### src/hw/ipp_params.svh
// constants for the instruction prefetch pipe and processing-state block
`ifndef IPP_PARAMS_SVH
`define IPP_PARAMS_SVH

// register byte offsets on the control bus
`define IPP_OFS_CTRL 8'h00
`define IPP_OFS_STAT 8'h04
`define IPP_OFS_PIPE_DC 8'h08
`define IPP_OFS_PIPE_B 8'h0c
`define IPP_OFS_HOLD 8'h10

// control register fields and reset values
`define IPP_CTRL_CEN_BIT 0
`define IPP_CTRL_SUP_BIT 1
`define IPP_RST_CEN 1'b0
`define IPP_RST_SUP 1'b1

// status register field positions
`define IPP_STAT_STATE_LSB 0
`define IPP_STAT_PVLD_LSB 4
`define IPP_STAT_PFLT_LSB 7
`define IPP_STAT_SUP_BIT 10
`define IPP_STAT_HVLD_BIT 11
`define IPP_STAT_PEND_BIT 12

// function code values for program fetches
`define IPP_FC_SUP_PROG 3'h6
`define IPP_FC_USR_PROG 3'h2

// bus responses
`define IPP_RESP_OKAY 2'h0
`define IPP_RESP_SLVERR 2'h2

// pipe geometry
`define IPP_STAGE_W 16
`define IPP_PIPE_DEPTH 3

`endif

### src/hw/ipp_pkg.sv
// types shared by the prefetch pipe block
package ipp_pkg;

  // processing states, one-hot
  typedef enum logic [3:0] {
    IPP_ST_NORMAL = 4'b0001,
    IPP_ST_EXCEPT = 4'b0010,
    IPP_ST_HALTED = 4'b0100,
    IPP_ST_STOPPED = 4'b1000
  } ipp_state_t;

  // holding register state
  typedef struct packed {
    logic valid;
    logic fault;
    logic [29:0] tag;
    logic [31:0] data;
  } ipp_hold_st_t;

  // top-level state
  typedef struct packed {
    ipp_state_t state;
    logic sup;
    logic cache_en;
    logic pending;
    logic [30:0] pf_addr;
    logic aw_got;
    logic [7:0] awaddr;
    logic w_got;
    logic [31:0] wdata;
    logic [3:0] wstrb;
    logic bvalid;
    logic [1:0] bresp;
    logic rvalid;
    logic [31:0] rdata;
    logic [1:0] rresp;
  } ipp_top_st_t;

endpackage

### src/hw/ipp_hold.sv
// 32-bit holding register that feeds the pipe and answers sequential fetches
`timescale 1ns/10ps
module ipp_hold
  import ipp_pkg::*;
(
  input wire logic clk_i,
  input wire logic rst_i,
  input wire logic inval_i,
  input wire logic load_i,
  input wire logic [29:0] load_tag_i,
  input wire logic [31:0] load_data_i,
  input wire logic load_fault_i,
  input wire logic [30:0] look_addr_i,
  output logic hit_o,
  output logic [15:0] word_o,
  output logic fault_o,
  output logic valid_o,
  output logic [31:0] data_o
);

  ipp_hold_st_t q, d;

  // next state: invalidate beats a load in the same cycle
  always_comb begin
    d = q;
    if (inval_i) begin
      d.valid = 1'b0;
    end else if (load_i) begin
      d.valid = 1'b1;
      d.fault = load_fault_i;
      d.tag = load_tag_i;
      d.data = load_data_i;
    end
  end

  always_ff @(posedge clk_i or posedge rst_i) begin
    if (rst_i) begin
      q <= '0;
    end else begin
      q <= d;
    end
  end

  // lookup runs beside the cache and the bus; odd word is the low half
  assign hit_o = q.valid & (q.tag == look_addr_i[30:1]);
  assign word_o = look_addr_i[0] ? q.data[15:0] : q.data[31:16];
  assign fault_o = q.fault;
  assign valid_o = q.valid;
  assign data_o = q.data;

endmodule

### src/hw/ipp_pipe.sv
// instruction pipe: words enter at the first stage and shift toward the last
`timescale 1ns/10ps
module ipp_pipe
  import ipp_pkg::*;
#(
  parameter int WIDTH = 16,
  parameter int DEPTH = 3
) (
  input wire logic clk_i,
  input wire logic rst_i,
  input wire logic flush_i,
  input wire logic load_i,
  input wire logic [WIDTH-1:0] word_i,
  input wire logic fault_i,
  output logic [DEPTH-1:0][WIDTH-1:0] words_o,
  output logic [DEPTH-1:0] valid_o,
  output logic [DEPTH-1:0] fault_o
);

  typedef struct packed {
    logic [DEPTH-1:0][WIDTH-1:0] word;
    logic [DEPTH-1:0] vld;
    logic [DEPTH-1:0] flt;
  } ipp_pipe_st_t;

  ipp_pipe_st_t q, d;

  // stage 0 is B, the last stage is D where decode completes
  always_comb begin
    d = q;
    if (flush_i) begin
      d.vld = '0;
    end else if (load_i) begin
      d.word[0] = word_i;
      d.vld[0] = 1'b1;
      d.flt[0] = fault_i;
      for (int i = 1; i < DEPTH; i++) begin
        d.word[i] = q.word[i-1];
        d.vld[i] = q.vld[i-1];
        d.flt[i] = q.flt[i-1];
      end
    end
  end

  always_ff @(posedge clk_i or posedge rst_i) begin
    if (rst_i) begin
      q <= '0;
    end else begin
      q <= d;
    end
  end

  assign words_o = q.word;
  assign valid_o = q.vld;
  assign fault_o = q.flt;

endmodule

### src/hw/ipp_top.sv
// prefetch front end, instruction pipe and processing-state control
`timescale 1ns/10ps
`include "ipp_params.svh"
module ipp_top
  import ipp_pkg::*;
#(
  parameter int STAGE_W = `IPP_STAGE_W,
  parameter int DEPTH = `IPP_PIPE_DEPTH
) (
  input wire logic REF_CLK_I,
  input wire logic RST_I,
  // register bus
  input wire logic AWVALID_I,
  output logic AWREADY_O,
  input wire logic [7:0] AWADDR_I,
  input wire logic WVALID_I,
  output logic WREADY_O,
  input wire logic [31:0] WDATA_I,
  input wire logic [3:0] WSTRB_I,
  output logic BVALID_O,
  input wire logic BREADY_I,
  output logic [1:0] BRESP_O,
  input wire logic ARVALID_I,
  output logic ARREADY_O,
  input wire logic [7:0] ARADDR_I,
  output logic RVALID_O,
  input wire logic RREADY_I,
  output logic [31:0] RDATA_O,
  output logic [1:0] RRESP_O,
  // sequencer
  input wire logic PF_REQ_I,
  input wire logic [31:0] PF_ADDR_I,
  input wire logic PF_FLUSH_I,
  output logic PF_BUSY_O,
  output logic PF_DONE_O,
  output logic [STAGE_W-1:0] PIPE_D_O,
  output logic PIPE_D_VALID_O,
  output logic PIPE_D_FAULT_O,
  input wire logic IRQ_ACK_I,
  input wire logic TRACE_I,
  input wire logic TRAP_I,
  input wire logic CP_EXC_I,
  input wire logic BUS_ERR_I,
  input wire logic ADDR_ERR_I,
  input wire logic PRIV_INSTR_I,
  input wire logic SUP_ACCESS_I,
  input wire logic STOP_EXEC_I,
  input wire logic HANDLER_START_I,
  output logic [3:0] STATE_O,
  output logic SUP_O,
  // instruction cache
  output logic IC_REQ_O,
  input wire logic IC_HIT_I,
  input wire logic [31:0] IC_DATA_I,
  // bus controller
  output logic BUS_REQ_O,
  output logic BUS_ABORT_O,
  output logic [31:0] BUS_ADDR_O,
  output logic [2:0] FC_O,
  input wire logic BUS_DONE_I,
  input wire logic [31:0] BUS_DATA_I,
  input wire logic BUS_FAULT_I
);

  ipp_top_st_t q, d;

  logic hold_hit;
  logic [15:0] hold_word;
  logic hold_fault;
  logic hold_valid;
  logic [31:0] hold_data;
  logic [DEPTH-1:0][STAGE_W-1:0] pipe_words;
  logic [DEPTH-1:0] pipe_vld;
  logic [DEPTH-1:0] pipe_flt;

  logic flush;
  logic can_fetch;
  logic pf_fire;
  logic hold_serve;
  logic ic_take;
  logic bus_take;
  logic fill;
  logic [31:0] fill_data;
  logic fill_fault;
  logic [15:0] pipe_in;
  logic pipe_in_fault;
  logic [30:0] look_addr;
  logic aw_now;
  logic w_now;
  logic do_write;
  logic [7:0] wr_addr;
  logic [31:0] wr_data;
  logic [3:0] wr_strb;
  logic sw_sup_chg;
  logic err;
  logic priv_trap;
  logic exc_cause;
  logic exc_enter;
  logic halt_enter;
  logic stop_enter;

  // true when the offset names a mapped register
  function automatic logic reg_mapped(input logic [7:0] a);
    reg_mapped = (a == `IPP_OFS_CTRL) | (a == `IPP_OFS_STAT) |
                 (a == `IPP_OFS_PIPE_DC) | (a == `IPP_OFS_PIPE_B) |
                 (a == `IPP_OFS_HOLD);
  endfunction

  // read value for a register offset
  function automatic logic [31:0] reg_read(input logic [7:0] a, input ipp_top_st_t s,
                                           input logic [DEPTH-1:0] pv,
                                           input logic [DEPTH-1:0] pf,
                                           input logic hv, input logic [31:0] hd,
                                           input logic [DEPTH-1:0][STAGE_W-1:0] pw);
    logic [31:0] v;
    v = 32'h0000_0000;
    case (a)
      `IPP_OFS_CTRL: begin
        v[`IPP_CTRL_CEN_BIT] = s.cache_en;
        v[`IPP_CTRL_SUP_BIT] = s.sup;
      end
      `IPP_OFS_STAT: begin
        v[`IPP_STAT_STATE_LSB +: 4] = s.state;
        v[`IPP_STAT_PVLD_LSB +: 3] = pv[2:0];
        v[`IPP_STAT_PFLT_LSB +: 3] = pf[2:0];
        v[`IPP_STAT_SUP_BIT] = s.sup;
        v[`IPP_STAT_HVLD_BIT] = hv;
        v[`IPP_STAT_PEND_BIT] = s.pending;
      end
      `IPP_OFS_PIPE_DC: v = {pw[1][15:0], pw[2][15:0]};
      `IPP_OFS_PIPE_B: v = {16'h0000, pw[0][15:0]};
      `IPP_OFS_HOLD: v = hd;
      default: v = 32'h0000_0000;
    endcase
    reg_read = v;
  endfunction

  // fetches only run in normal or exception processing; stop and halt are bus-quiet
  assign can_fetch = (q.state == IPP_ST_NORMAL) | (q.state == IPP_ST_EXCEPT);
  assign look_addr = PF_ADDR_I[31:1];
  assign pf_fire = PF_REQ_I & can_fetch & ~q.pending & ~flush;
  assign hold_serve = pf_fire & hold_hit;
  assign ic_take = q.pending & q.cache_en & IC_HIT_I & ~flush;
  assign bus_take = q.pending & ~ic_take & BUS_DONE_I & ~flush;
  assign fill = ic_take | bus_take;
  assign fill_data = ic_take ? IC_DATA_I : BUS_DATA_I;
  assign fill_fault = bus_take & BUS_FAULT_I;

  // even word takes the upper half of the filled long word, odd the lower
  always_comb begin
    if (hold_serve) begin
      pipe_in = hold_word;
      pipe_in_fault = hold_fault;
    end else begin
      pipe_in = q.pf_addr[0] ? fill_data[15:0] : fill_data[31:16];
      pipe_in_fault = fill_fault;
    end
  end

  // write channel: address and data may arrive in either order
  assign aw_now = AWVALID_I & AWREADY_O;
  assign w_now = WVALID_I & WREADY_O;
  assign do_write = (q.aw_got | aw_now) & (q.w_got | w_now);
  assign wr_addr = q.aw_got ? q.awaddr : AWADDR_I;
  assign wr_data = q.w_got ? q.wdata : WDATA_I;
  assign wr_strb = q.w_got ? q.wstrb : WSTRB_I;
  assign sw_sup_chg = do_write & (wr_addr == `IPP_OFS_CTRL) & wr_strb[0] &
                      (wr_data[`IPP_CTRL_SUP_BIT] != q.sup);

  // exception causes; a privileged attempt at user level becomes a trap
  assign err = BUS_ERR_I | ADDR_ERR_I;
  assign priv_trap = (PRIV_INSTR_I | SUP_ACCESS_I | STOP_EXEC_I) & ~q.sup;
  assign exc_cause = IRQ_ACK_I | TRACE_I | TRAP_I | CP_EXC_I | err | priv_trap;
  assign exc_enter = exc_cause &
                     ((q.state == IPP_ST_NORMAL) | (q.state == IPP_ST_STOPPED));
  assign halt_enter = err & (q.state == IPP_ST_EXCEPT);
  assign stop_enter = (q.state == IPP_ST_NORMAL) & ~exc_cause & STOP_EXEC_I & q.sup;
  assign flush = PF_FLUSH_I | exc_enter | halt_enter | stop_enter | sw_sup_chg;

  // next state of the whole block
  always_comb begin
    d = q;
    // register bus write side
    if (aw_now) begin
      d.aw_got = 1'b1;
      d.awaddr = AWADDR_I;
    end
    if (w_now) begin
      d.w_got = 1'b1;
      d.wdata = WDATA_I;
      d.wstrb = WSTRB_I;
    end
    if (do_write) begin
      d.aw_got = 1'b0;
      d.w_got = 1'b0;
      d.bvalid = 1'b1;
      d.bresp = reg_mapped(wr_addr) ? `IPP_RESP_OKAY : `IPP_RESP_SLVERR;
      if ((wr_addr == `IPP_OFS_CTRL) & wr_strb[0]) begin
        d.cache_en = wr_data[`IPP_CTRL_CEN_BIT];
        d.sup = wr_data[`IPP_CTRL_SUP_BIT];
      end
    end else if (q.bvalid & BREADY_I) begin
      d.bvalid = 1'b0;
    end
    // register bus read side
    if (ARVALID_I & ARREADY_O) begin
      d.rvalid = 1'b1;
      d.rdata = reg_read(ARADDR_I, q, pipe_vld, pipe_flt, hold_valid, hold_data, pipe_words);
      d.rresp = reg_mapped(ARADDR_I) ? `IPP_RESP_OKAY : `IPP_RESP_SLVERR;
    end else if (q.rvalid & RREADY_I) begin
      d.rvalid = 1'b0;
    end
    // prefetch tracking; a flush drops an outstanding fill
    if (flush | fill) begin
      d.pending = 1'b0;
    end else if (pf_fire & ~hold_hit) begin
      d.pending = 1'b1;
      d.pf_addr = PF_ADDR_I[31:1];
    end
    // processing states; hardware entry to supervisor wins over a software write
    case (q.state)
      IPP_ST_NORMAL: begin
        if (exc_cause) begin
          d.state = IPP_ST_EXCEPT;
          d.sup = 1'b1;
        end else if (stop_enter) begin
          d.state = IPP_ST_STOPPED;
        end
      end
      IPP_ST_EXCEPT: begin
        if (err) begin
          d.state = IPP_ST_HALTED;
        end else if (HANDLER_START_I) begin
          d.state = IPP_ST_NORMAL;
        end
      end
      IPP_ST_STOPPED: begin
        if (exc_cause) begin
          d.state = IPP_ST_EXCEPT;
          d.sup = 1'b1;
        end
      end
      IPP_ST_HALTED: begin
        d.state = IPP_ST_HALTED;
      end
      default: begin
        d.state = IPP_ST_HALTED;
      end
    endcase
  end

  // only reset leaves the halted state
  always_ff @(posedge REF_CLK_I or posedge RST_I) begin
    if (RST_I) begin
      q <= '0;
      q.state <= IPP_ST_NORMAL;
      q.sup <= `IPP_RST_SUP;
      q.cache_en <= `IPP_RST_CEN;
    end else begin
      q <= d;
    end
  end

  // holding register, invalidated together with the pipe
  ipp_hold u_hold (
    .clk_i(REF_CLK_I),
    .rst_i(RST_I),
    .inval_i(flush),
    .load_i(fill),
    .load_tag_i(q.pf_addr[30:1]),
    .load_data_i(fill_data),
    .load_fault_i(fill_fault),
    .look_addr_i(look_addr),
    .hit_o(hold_hit),
    .word_o(hold_word),
    .fault_o(hold_fault),
    .valid_o(hold_valid),
    .data_o(hold_data)
  );

  ipp_pipe #(
    .WIDTH(STAGE_W),
    .DEPTH(DEPTH)
  ) u_pipe (
    .clk_i(REF_CLK_I),
    .rst_i(RST_I),
    .flush_i(flush),
    .load_i(hold_serve | fill),
    .word_i(pipe_in[STAGE_W-1:0]),
    .fault_i(pipe_in_fault),
    .words_o(pipe_words),
    .valid_o(pipe_vld),
    .fault_o(pipe_flt)
  );

  // register bus handshakes; one write and one read in flight at a time
  assign AWREADY_O = ~q.aw_got & ~q.bvalid;
  assign WREADY_O = ~q.w_got & ~q.bvalid;
  assign BVALID_O = q.bvalid;
  assign BRESP_O = q.bresp;
  assign ARREADY_O = ~q.rvalid;
  assign RVALID_O = q.rvalid;
  assign RDATA_O = q.rdata;
  assign RRESP_O = q.rresp;

  // sequencer side: only the last stage counts as a decoded word
  assign PF_BUSY_O = q.pending;
  assign PF_DONE_O = hold_serve | fill;
  assign PIPE_D_O = pipe_words[DEPTH-1];
  assign PIPE_D_VALID_O = pipe_vld[DEPTH-1];
  assign PIPE_D_FAULT_O = pipe_flt[DEPTH-1];
  assign STATE_O = q.state;
  assign SUP_O = q.sup;

  // a request goes to cache and bus at once; a hold hit kills the bus cycle
  assign IC_REQ_O = pf_fire & q.cache_en;
  assign BUS_REQ_O = pf_fire | q.pending;
  assign BUS_ABORT_O = hold_serve | ic_take | (q.pending & flush);
  assign BUS_ADDR_O = q.pending ? {q.pf_addr[30:1], 2'b00} : {PF_ADDR_I[31:2], 2'b00};
  assign FC_O = q.sup ? `IPP_FC_SUP_PROG : `IPP_FC_USR_PROG;

endmodule

### config.mk
export PLATFORM = sky130hd
export DESIGN_NAME = ipp_top
export DESIGN_NICKNAME = d
export VERILOG_FILES = /design/src/hw/ipp_pkg.sv /design/src/hw/ipp_hold.sv /design/src/hw/ipp_pipe.sv /design/src/hw/ipp_top.sv
export VERILOG_INCLUDE_DIRS = /design/src /design/src/hw
export SDC_FILE = /design/constraint.sdc
export NUM_CORES = 1
export LEC_CHECK = 0
export ABC_AREA = 1
export BUFFER_PORTS_ARGS = -buffer_cell sky130_fd_sc_hd__buf_2
export CAP_MARGIN = 20
export CORE_AREA = 8 8 129 250
export DETAILED_ROUTE_END_ITERATION = 7
export DIE_AREA = 0 0 137 258
export SLEW_MARGIN = 20
export SYNTH_ARGS = -nofsm -noshare
export SYNTH_HDL_FRONTEND = slang
export SYNTH_HIERARCHICAL = 1
export SYNTH_SLANG_ARGS = --single-unit
export TNS_END_PERCENT = 1
### constraint.sdc
create_clock -name REF_CLK_I -period 3.25 [get_ports REF_CLK_I]
set_clock_uncertainty 0.05 [all_clocks]
set_input_delay 0 -clock REF_CLK_I [delete_from_list [all_inputs] [get_ports REF_CLK_I]]
set_output_delay 0 -clock REF_CLK_I [all_outputs]
set_load 0.03 [all_outputs]
==> After elaboration in Yosys (flattened, before gate mapping) <==
Index checks and enable logic that the tools add are counted.
{ "word_totals": {"ff_bits": 240, "input_bits": 170, "out_inout_bits": 104, "elab_cells": 167} }
{ "classes": {"n_eq_ne": 16, "n_mux": 39, "bitwise": 74, "n_reduce_logical": 14} }
{ "op_table": {"columns": ["op", "n"], "rows": [
  ["two-way mux 32 bit", 3],
  ["two-way mux 64 bit", 1],
  ["one-hot mux 19 bit (3 select lines)", 1],
  ["two-way mux 16 bit", 3],
  ["one-hot mux 11 bit (4 select lines)", 1],
  ["two-way mux 37 bit", 1],
  ["bitwise AND 1 bit", 33],
  ["== test 8 x 4 -> 1 bit (second input constant)", 4],
  ["== test 30 bit", 1],
  ["OR 1 bit", 30],
  ["== test 8 x 3 -> 1 bit (second input constant)", 2],
  ["== test 8 x 5 -> 1 bit (second input constant)", 2],
  ["zero test 8 bit", 2],
  ["two-way mux 4 bit", 4],
  ["nonzero test 2 bit", 7],
  ["one-hot mux 4 bit (3 select lines)", 1],
  ["two-way mux 1 bit", 11],
  ["inverter 1 bit", 11],
  ["two-way mux 2 bit", 5],
  ["one-hot mux 2 bit (5 select lines)", 1],
  ["two-way mux 9 bit", 1],
  ["two-way mux 8 bit", 1],
  ["AND reduction 2 bit", 4],
  ["two-way mux 3 bit", 2],
  ["10 further kinds", 11]
]} }

==> Longest topological paths before layout <==
{ "depth": {"ltp_word": 21, "mapped_depth": 19, "ltp_nobuf": 16} }

==> Cells and area by module <==
Netlist, hierarchy kept.
{ "modules_own_cells": {"columns": ["module", "n_inst", "cells_per_inst", "area_each_um2", "seq_area_each_um2"], "rows": [
  ["ipp_top", 1, 869, 5934.4, 2179.6],
  ["ipp_hold", 1, 434, 3554.7, 1601.5],
  ["ipp_pipe", 1, 235, 2182.1, 1351.3]
]} }

==> Worst setup path before layout <==
Ideal clock, no wire load.
{ "synth_path": {"kind": "register to register", "start": "register q (netlist bit BVALID_O)", "end": "register u_pipe.q (netlist bit u_pipe/fault_o[2])", "setup_time_ns": 0.118, "arrival_ns": 2.915, "t_required_ns": 3.082, "setup_slack_ns": 0.167, "stages_incl_launch_ff": 18, "path_buffers": 3, "period_less_slack_ns": 3.083, "cell_sequence": "dfrtp_1 -> nor2_2 -> nand2_2 -> nand2_1 -> nand2_1 -> nor2_2 -> nand3_4 -> nand2_4 -> inv_4 -> nand2_8 -> nor2_8 -> inv_6 -> buf_6 -> nand3_1 -> buf_4 -> buf_4 -> nand3_1 -> nand2_1"} }
{ "synth_via": {"elab_chain_len": 18, "word_cells_on_any_way": 23, "cone_classes": "bitwise (22); reduce/logical (1)"} }
{ "synth_rtl": {"columns": ["element", "line", "text"], "rows": [
  ["from (decl)", "ipp_top.sv:65", "ipp_top_st_t q, d;"],
  ["inverter 1 bit *", "ipp_top.sv:297", "assign AWREADY_O = ~q.aw_got & ~q.bvalid;"],
  ["bitwise AND 1 bit *", "ipp_top.sv:297", null],
  ["net AWREADY_O", "ipp_top.sv:14", "output logic AWREADY_O,"],
  ["bitwise AND 1 bit *", "ipp_top.sv:161", "assign aw_now = AWVALID_I & AWREADY_O;"],
  ["OR 1 bit *", "ipp_top.sv:163", "assign do_write = (q.aw_got | aw_now) & (q.w_got | w_now);"],
  ["bitwise AND 1 bit *", "ipp_top.sv:163", null],
  ["bitwise AND 1 bit * (3 in series)", "ipp_top.sv:167", "assign sw_sup_chg = do_write & (wr_addr == `IPP_OFS_CTRL) & wr_strb[0] &"],
  ["OR 1 bit *", "ipp_top.sv:178", "assign flush = PF_FLUSH_I | exc_enter | halt_enter | stop_enter | sw_sup_chg;"],
  ["net flush", "ipp_top.sv:76", "logic flush;"],
  ["inverter 1 bit (no line) *", null, null],
  ["bitwise AND 1 bit", "ipp_top.sv:143", "assign ic_take = q.pending & q.cache_en & IC_HIT_I & ~flush;"],
  ["inverter 1 bit", "ipp_top.sv:144", "assign bus_take = q.pending & ~ic_take & BUS_DONE_I & ~flush;"],
  ["bitwise AND 1 bit (3 in series)", "ipp_top.sv:144", null],
  ["OR 1 bit", "ipp_top.sv:145", "assign fill = ic_take | bus_take;"],
  ["OR 1 bit *", null, null],
  ["net PF_DONE_O", "ipp_top.sv:35", "output logic PF_DONE_O,"],
  ["AND reduction 2 bit (no line) *", null, null],
  ["to (signal assigned)", "ipp_pipe.sv:47", "q <= '0;"],
  ["to (signal assigned)", "ipp_pipe.sv:49", "q <= d;"],
  ["to (decl)", "ipp_pipe.sv:26", "ipp_pipe_st_t q, d;"]
]} }
The timed path passes the listed nets; every way through them passes the cells marked *.
A chain may end at the register's enable or synchronous reset.

==> Worst setup path in the final report <==
{ "layout_path": {"start": "input port ADDR_ERR_I", "end": "output port PF_DONE_O"} }
{ "layout_via": {"elab_chain_len": 17, "word_cells_on_any_way": 23, "cone_classes": "bitwise (23)"} }
{ "layout_rtl": {"columns": ["element", "line", "text"], "rows": [
  ["from (decl)", "ipp_top.sv:44", "input wire logic ADDR_ERR_I,"],
  ["OR 1 bit *", "ipp_top.sv:171", "assign err = BUS_ERR_I | ADDR_ERR_I;"],
  ["OR 1 bit (2 in series)", "ipp_top.sv:173", "assign exc_cause = IRQ_ACK_I | TRACE_I | TRAP_I | CP_EXC_I | err | priv_trap;"],
  ["inverter 1 bit", "ipp_top.sv:177", "assign stop_enter = (q.state == IPP_ST_NORMAL) & ~exc_cause & STOP_EXEC_I & q.sup;"],
  ["bitwise AND 1 bit (3 in series)", "ipp_top.sv:177", null],
  ["OR 1 bit * (2 in series)", "ipp_top.sv:178", null],
  ["net flush", "ipp_top.sv:76", null],
  ["inverter 1 bit (no line) *", null, null],
  ["bitwise AND 1 bit", "ipp_top.sv:143", null],
  ["inverter 1 bit", "ipp_top.sv:144", null],
  ["bitwise AND 1 bit (3 in series)", "ipp_top.sv:144", null],
  ["OR 1 bit", "ipp_top.sv:145", null],
  ["OR 1 bit *", "ipp_top.sv:308", "assign PF_DONE_O = hold_serve | fill;"],
  ["to (decl)", "ipp_top.sv:35", null]
]} }
Marked as above.

==> results.json <==
{
  "status": "finished clean",
  "track_usage_pct": 20.59,
  "async_flop_share_pct": 100.0,
  "final_cells": 2204,
  "slew_headroom_pct": 39.19,
  "drive_above_1_share_pct": 19.20,
  "nets": 1992,
  "dpl.hpwl_mm": 26.58,
  "rsz0062_at_grt": "no",
  "combPwrFrac_pct": 18.1,
  "p_leak_nw": 8.122,
  "yosysTopAreaCell": "dfrtp_1",
  "synthSimpleGateAreaFrac_pct": 29.95,
  "synth_top_family_by_area": "simple AND/OR/NAND/NOR gates",
  "drt-initial-drc-count": 735,
  "wl_met2_mm": 19.44,
  "first_pass_iters": 5,
  "clk_path_buf_depth": 3,
  "area.growth.synth_to_final_pct": 26.14,
  "grt_pass1_vias": 11124,
  "grt_pass1_wl_mm": 58.21,
  "critPathArrivalTime_ns": 3.05,
  "syn_inst": 1538,
  "muxShareOfSynthArea_pct": 3.238,
  "wire_per_inst_um": 16.61,
  "ys_warn_count": 6,
  "hold_viol": 0,
  "tightest_slew_ns": 0.9065,
  "r2r_start": "SUP_O",
  "slew_viol_final": 0,
  "synth.top_cells.by_area": "dfrtp_1 (44%), nand2_1 (17%), buf_4 (5.6%)",
  "viasPerCell": 4.936,
  "fin_crit_sh_pct": 95.30,
  "final.setup.worst_slack_ns": 0.1529,
  "synth.avg_cell_area_um2": 7.589,
  "top_layer": "met5",
  "vias": 10879,
  "reg2regPathDepth": 17,
  "critical-path-slowest-cell": "dlygate4sd3_1",
  "hp-class": "input pin to asynchronous set/reset pin",
  "dieWidth_um": 137,
  "post_dp_cell_area_um2": 12520,
  "ys.flop_type": "dfrtp_1",
  "crit_path_end_kind": "output pin",
  "p_per_area_nw_per_um2": 426.0,
  "vdd_ir_drop_max_mv": 0.4481,
  "reg2reg_to": "u_pipe/words_o[12]",
  "cts.reportedPaths.clkPinSlew_ns": 0.06,
  "crit_path_start": "ADDR_ERR_I",
  "fillers": 2876,
  "required_ns": 3.20,
  "ff2ff_setup_slack_ns": 0.22,
  "die_area_um2": 35350,
  "setup_violations": 0,
  "synth_cell_type_count": 43,
  "num_rows": 88,
  "synth_compound_area_share_pct": 8.855,
  "worst_skew_pair.late_latency_ns": 0.51,
  "max_freq_ghz": 0.3229,
  "synth_xor_area_share_pct": 0.1501,
  "swShare_pct": 28.13,
  "gp_congestion": 0.8741,
  "synth_common_cells": "nand2_1 (544), dfrtp_1 (203), inv_1 (137)",
  "overflow": 0,
  "place_inst": 2011,
  "p_sw_w": 0.001765,
  "met1_length_mm": 13.27,
  "p_total_w": 0.006272,
  "critical_path.startpoint_type": "input pin",
  "cts-root-buf": "clkbuf_16",
  "multi_input_area_um2": 4971,
  "crit_end": "PF_DONE_O",
  "cap_violations": 0,
  "die_h_um": 258,
  "power.share.sequential_pct": 45.0,
  "pre_cts_ws_ns": 0.2917,
  "clkSinkCount": 205,
  "tns_ns": 0,
  "antenna_found_initial": 16,
  "cp_common_cell": "nand2_1",
  "yosysMostFrequentCell": "nand2_1",
  "synth_area_um2": 11670,
  "drcViolationCount": 0,
  "register_area_um2": 5134,
  "ios": 274,
  "crit_type": "input pin to output pin",
  "cts_tree": "built",
  "path_max_fanout": 16,
  "period_minus_slack_ns": 3.097,
  "yosysTopAreaCellShare_pct": 43.52,
  "p_clk_share_pct": 36.9,
  "ys_ff_latch": 205,
  "final_antenna_net_count": 0,
  "core_region_area_um2": 28850,
  "route.met3.wl_mm": 2.158,
  "port_buffers": 233,
  "grt_start_max_net_pins": 70,
  "synthAdderAreaFrac_pct": 0,
  "numCtsBuffers": 20,
  "worstPathCellList": "dlygate4sd3_1, buf_2, inv_1, nand2_1, dlygate4sd3_1, nand4_1, nand2_1, inv_1, nand2_1, nor2_4, nand2_4, inv_4, nand4_1, buf_4, nand3_4, buf_12, clkbuf_4",
  "intPower_w": 0.004507,
  "start_util_pct": 40.46,
  "htreeDepth": 1,
  "final_area_um2": 14720,
  "synth_edf_count": 0,
  "cpPeakStageDelay_ns": 0.59,
  "finalWirelength_mm": 36.62,
  "yosysSeqAreaShare_pct": 43.98
}
==> layout make-up <==
cell class / instances / area share, %
Clock inverter: 4 / 0.3060
Multi-Input combinational cell: 1038 / 33.77
Antenna cell: 11 / 0.1870
Clock buffer: 29 / 3.978
Sequential cell: 205 / 34.87
Timing Repair Buffer: 411 / 20.02
Inverter: 146 / 3.808
Tap cell: 360 / 3.060
==> state kept, by name, indices dropped and copies added (netlist names), 3 cells and up <==
signal,count
q,45
u_hold/q,30
u_pipe/words_o,48
STATE_O,4
RDATA_O,32
u_pipe/valid_o,3
u_hold/data_o,32
u_pipe/fault_o,3
==> worst max-delay path: cells and delay by family <==
| family | cells | cell delay, ns |
|---|---|---|
| buf+inv | 9 | 2.06 |
| simple gates | 8 | 0.97 |
==> power groups by stage <==
stage / clock, W / combinational (W) / sequential (W)
final: 0.00231 / 0.00113 / 0.00282
after global routing: 0.00250 / 0.00126 / 0.00284
after CTS: 0.00240 / 0.00113 / 0.00282
after detailed placement: 0 / 0.000929 / 0.00287
after global placement: 0 / 0.000910 / 0.00286
after floorplan: 0 / 0.000663 / 0.00285
==> worst min-delay path by stage <==
| stage | startpoint | cells after the start | slack [ns] | to |
|---|---|---|---|---|
| global route | RST_I | 3 | 0.02 | RDATA_O[1] |
| CTS | IC_DATA_I[26] | 7 | 0.0007 | u_pipe/words_o[10] |
| detailed placement | RST_I | 2 | 0.07 | u_pipe/words_o[3] |
| finish | RST_I | 3 | 0.01 | RDATA_O[1] |
| floorplan | BREADY_I | 1 | 0.05 | BVALID_O |
| global placement | RST_I | 2 | 0.08 | u_pipe/words_o[3] |
==> through the flow <==
step	util (%)	hold WS (ns)
2_1_floorplan	-	0.04645
3_3_place_gp	43.39	0.07726
3_5_place_dp	43.39	0.07188
4_1_cts	50.73	0.0007417
5_1_grt	51.01	0.02477
6_report	51.03	0.01306
==> repair_timing <==
| action | CTS | global route |
|---|---|---|
| gates resized for setup | 3 | 2 |
| setup endpoints to repair | 1 | 1 |
| hold buffers | 147 | 0 |
| endpoints found under the hold margin | 260 | 0 |
| setup buffers | 0 | 0 |
| gates cloned | 0 | 1 |
==> layout by cell type, fill, tap and decap left out, drive strengths merged <==
master         n
nand2        548
buf          262
dfrtp        203
dlygate4sd3  147
inv          143
nand3        130
o21ai        102
nor2          96
a21oi         48
nand4         44
clkbuf        31
mux2          25
a22o          18
diode         11
conb           6
clkinv         6
nor3           5
o2111ai        4
a32o           4
dfstp          2
o211ai         2
o31ai          1
xor2           1
mux2i          1
o22a           1
bufinv         1
or2            1
xnor2          1
==> per-layer routing <==
layer / vias to the layer above / global-route usage [%]
met2: 330 / 37.61
met4: 10 / 10.08
met5: - / 0
met1: 5027 / 21.54
met3: 98 / 4.220
li1: 5414 / -
==> cell families after synthesis <==
logic type / Yosys count
other: 2
AND/OR/NAND/NOR: 824
buffers and inverters: 299
AO/OA/AOI/OAI: 180
flip-flops: 205
multiplexers: 26
XOR/XNOR: 2
Note: power is estimated with default switching activity, not from simulation.
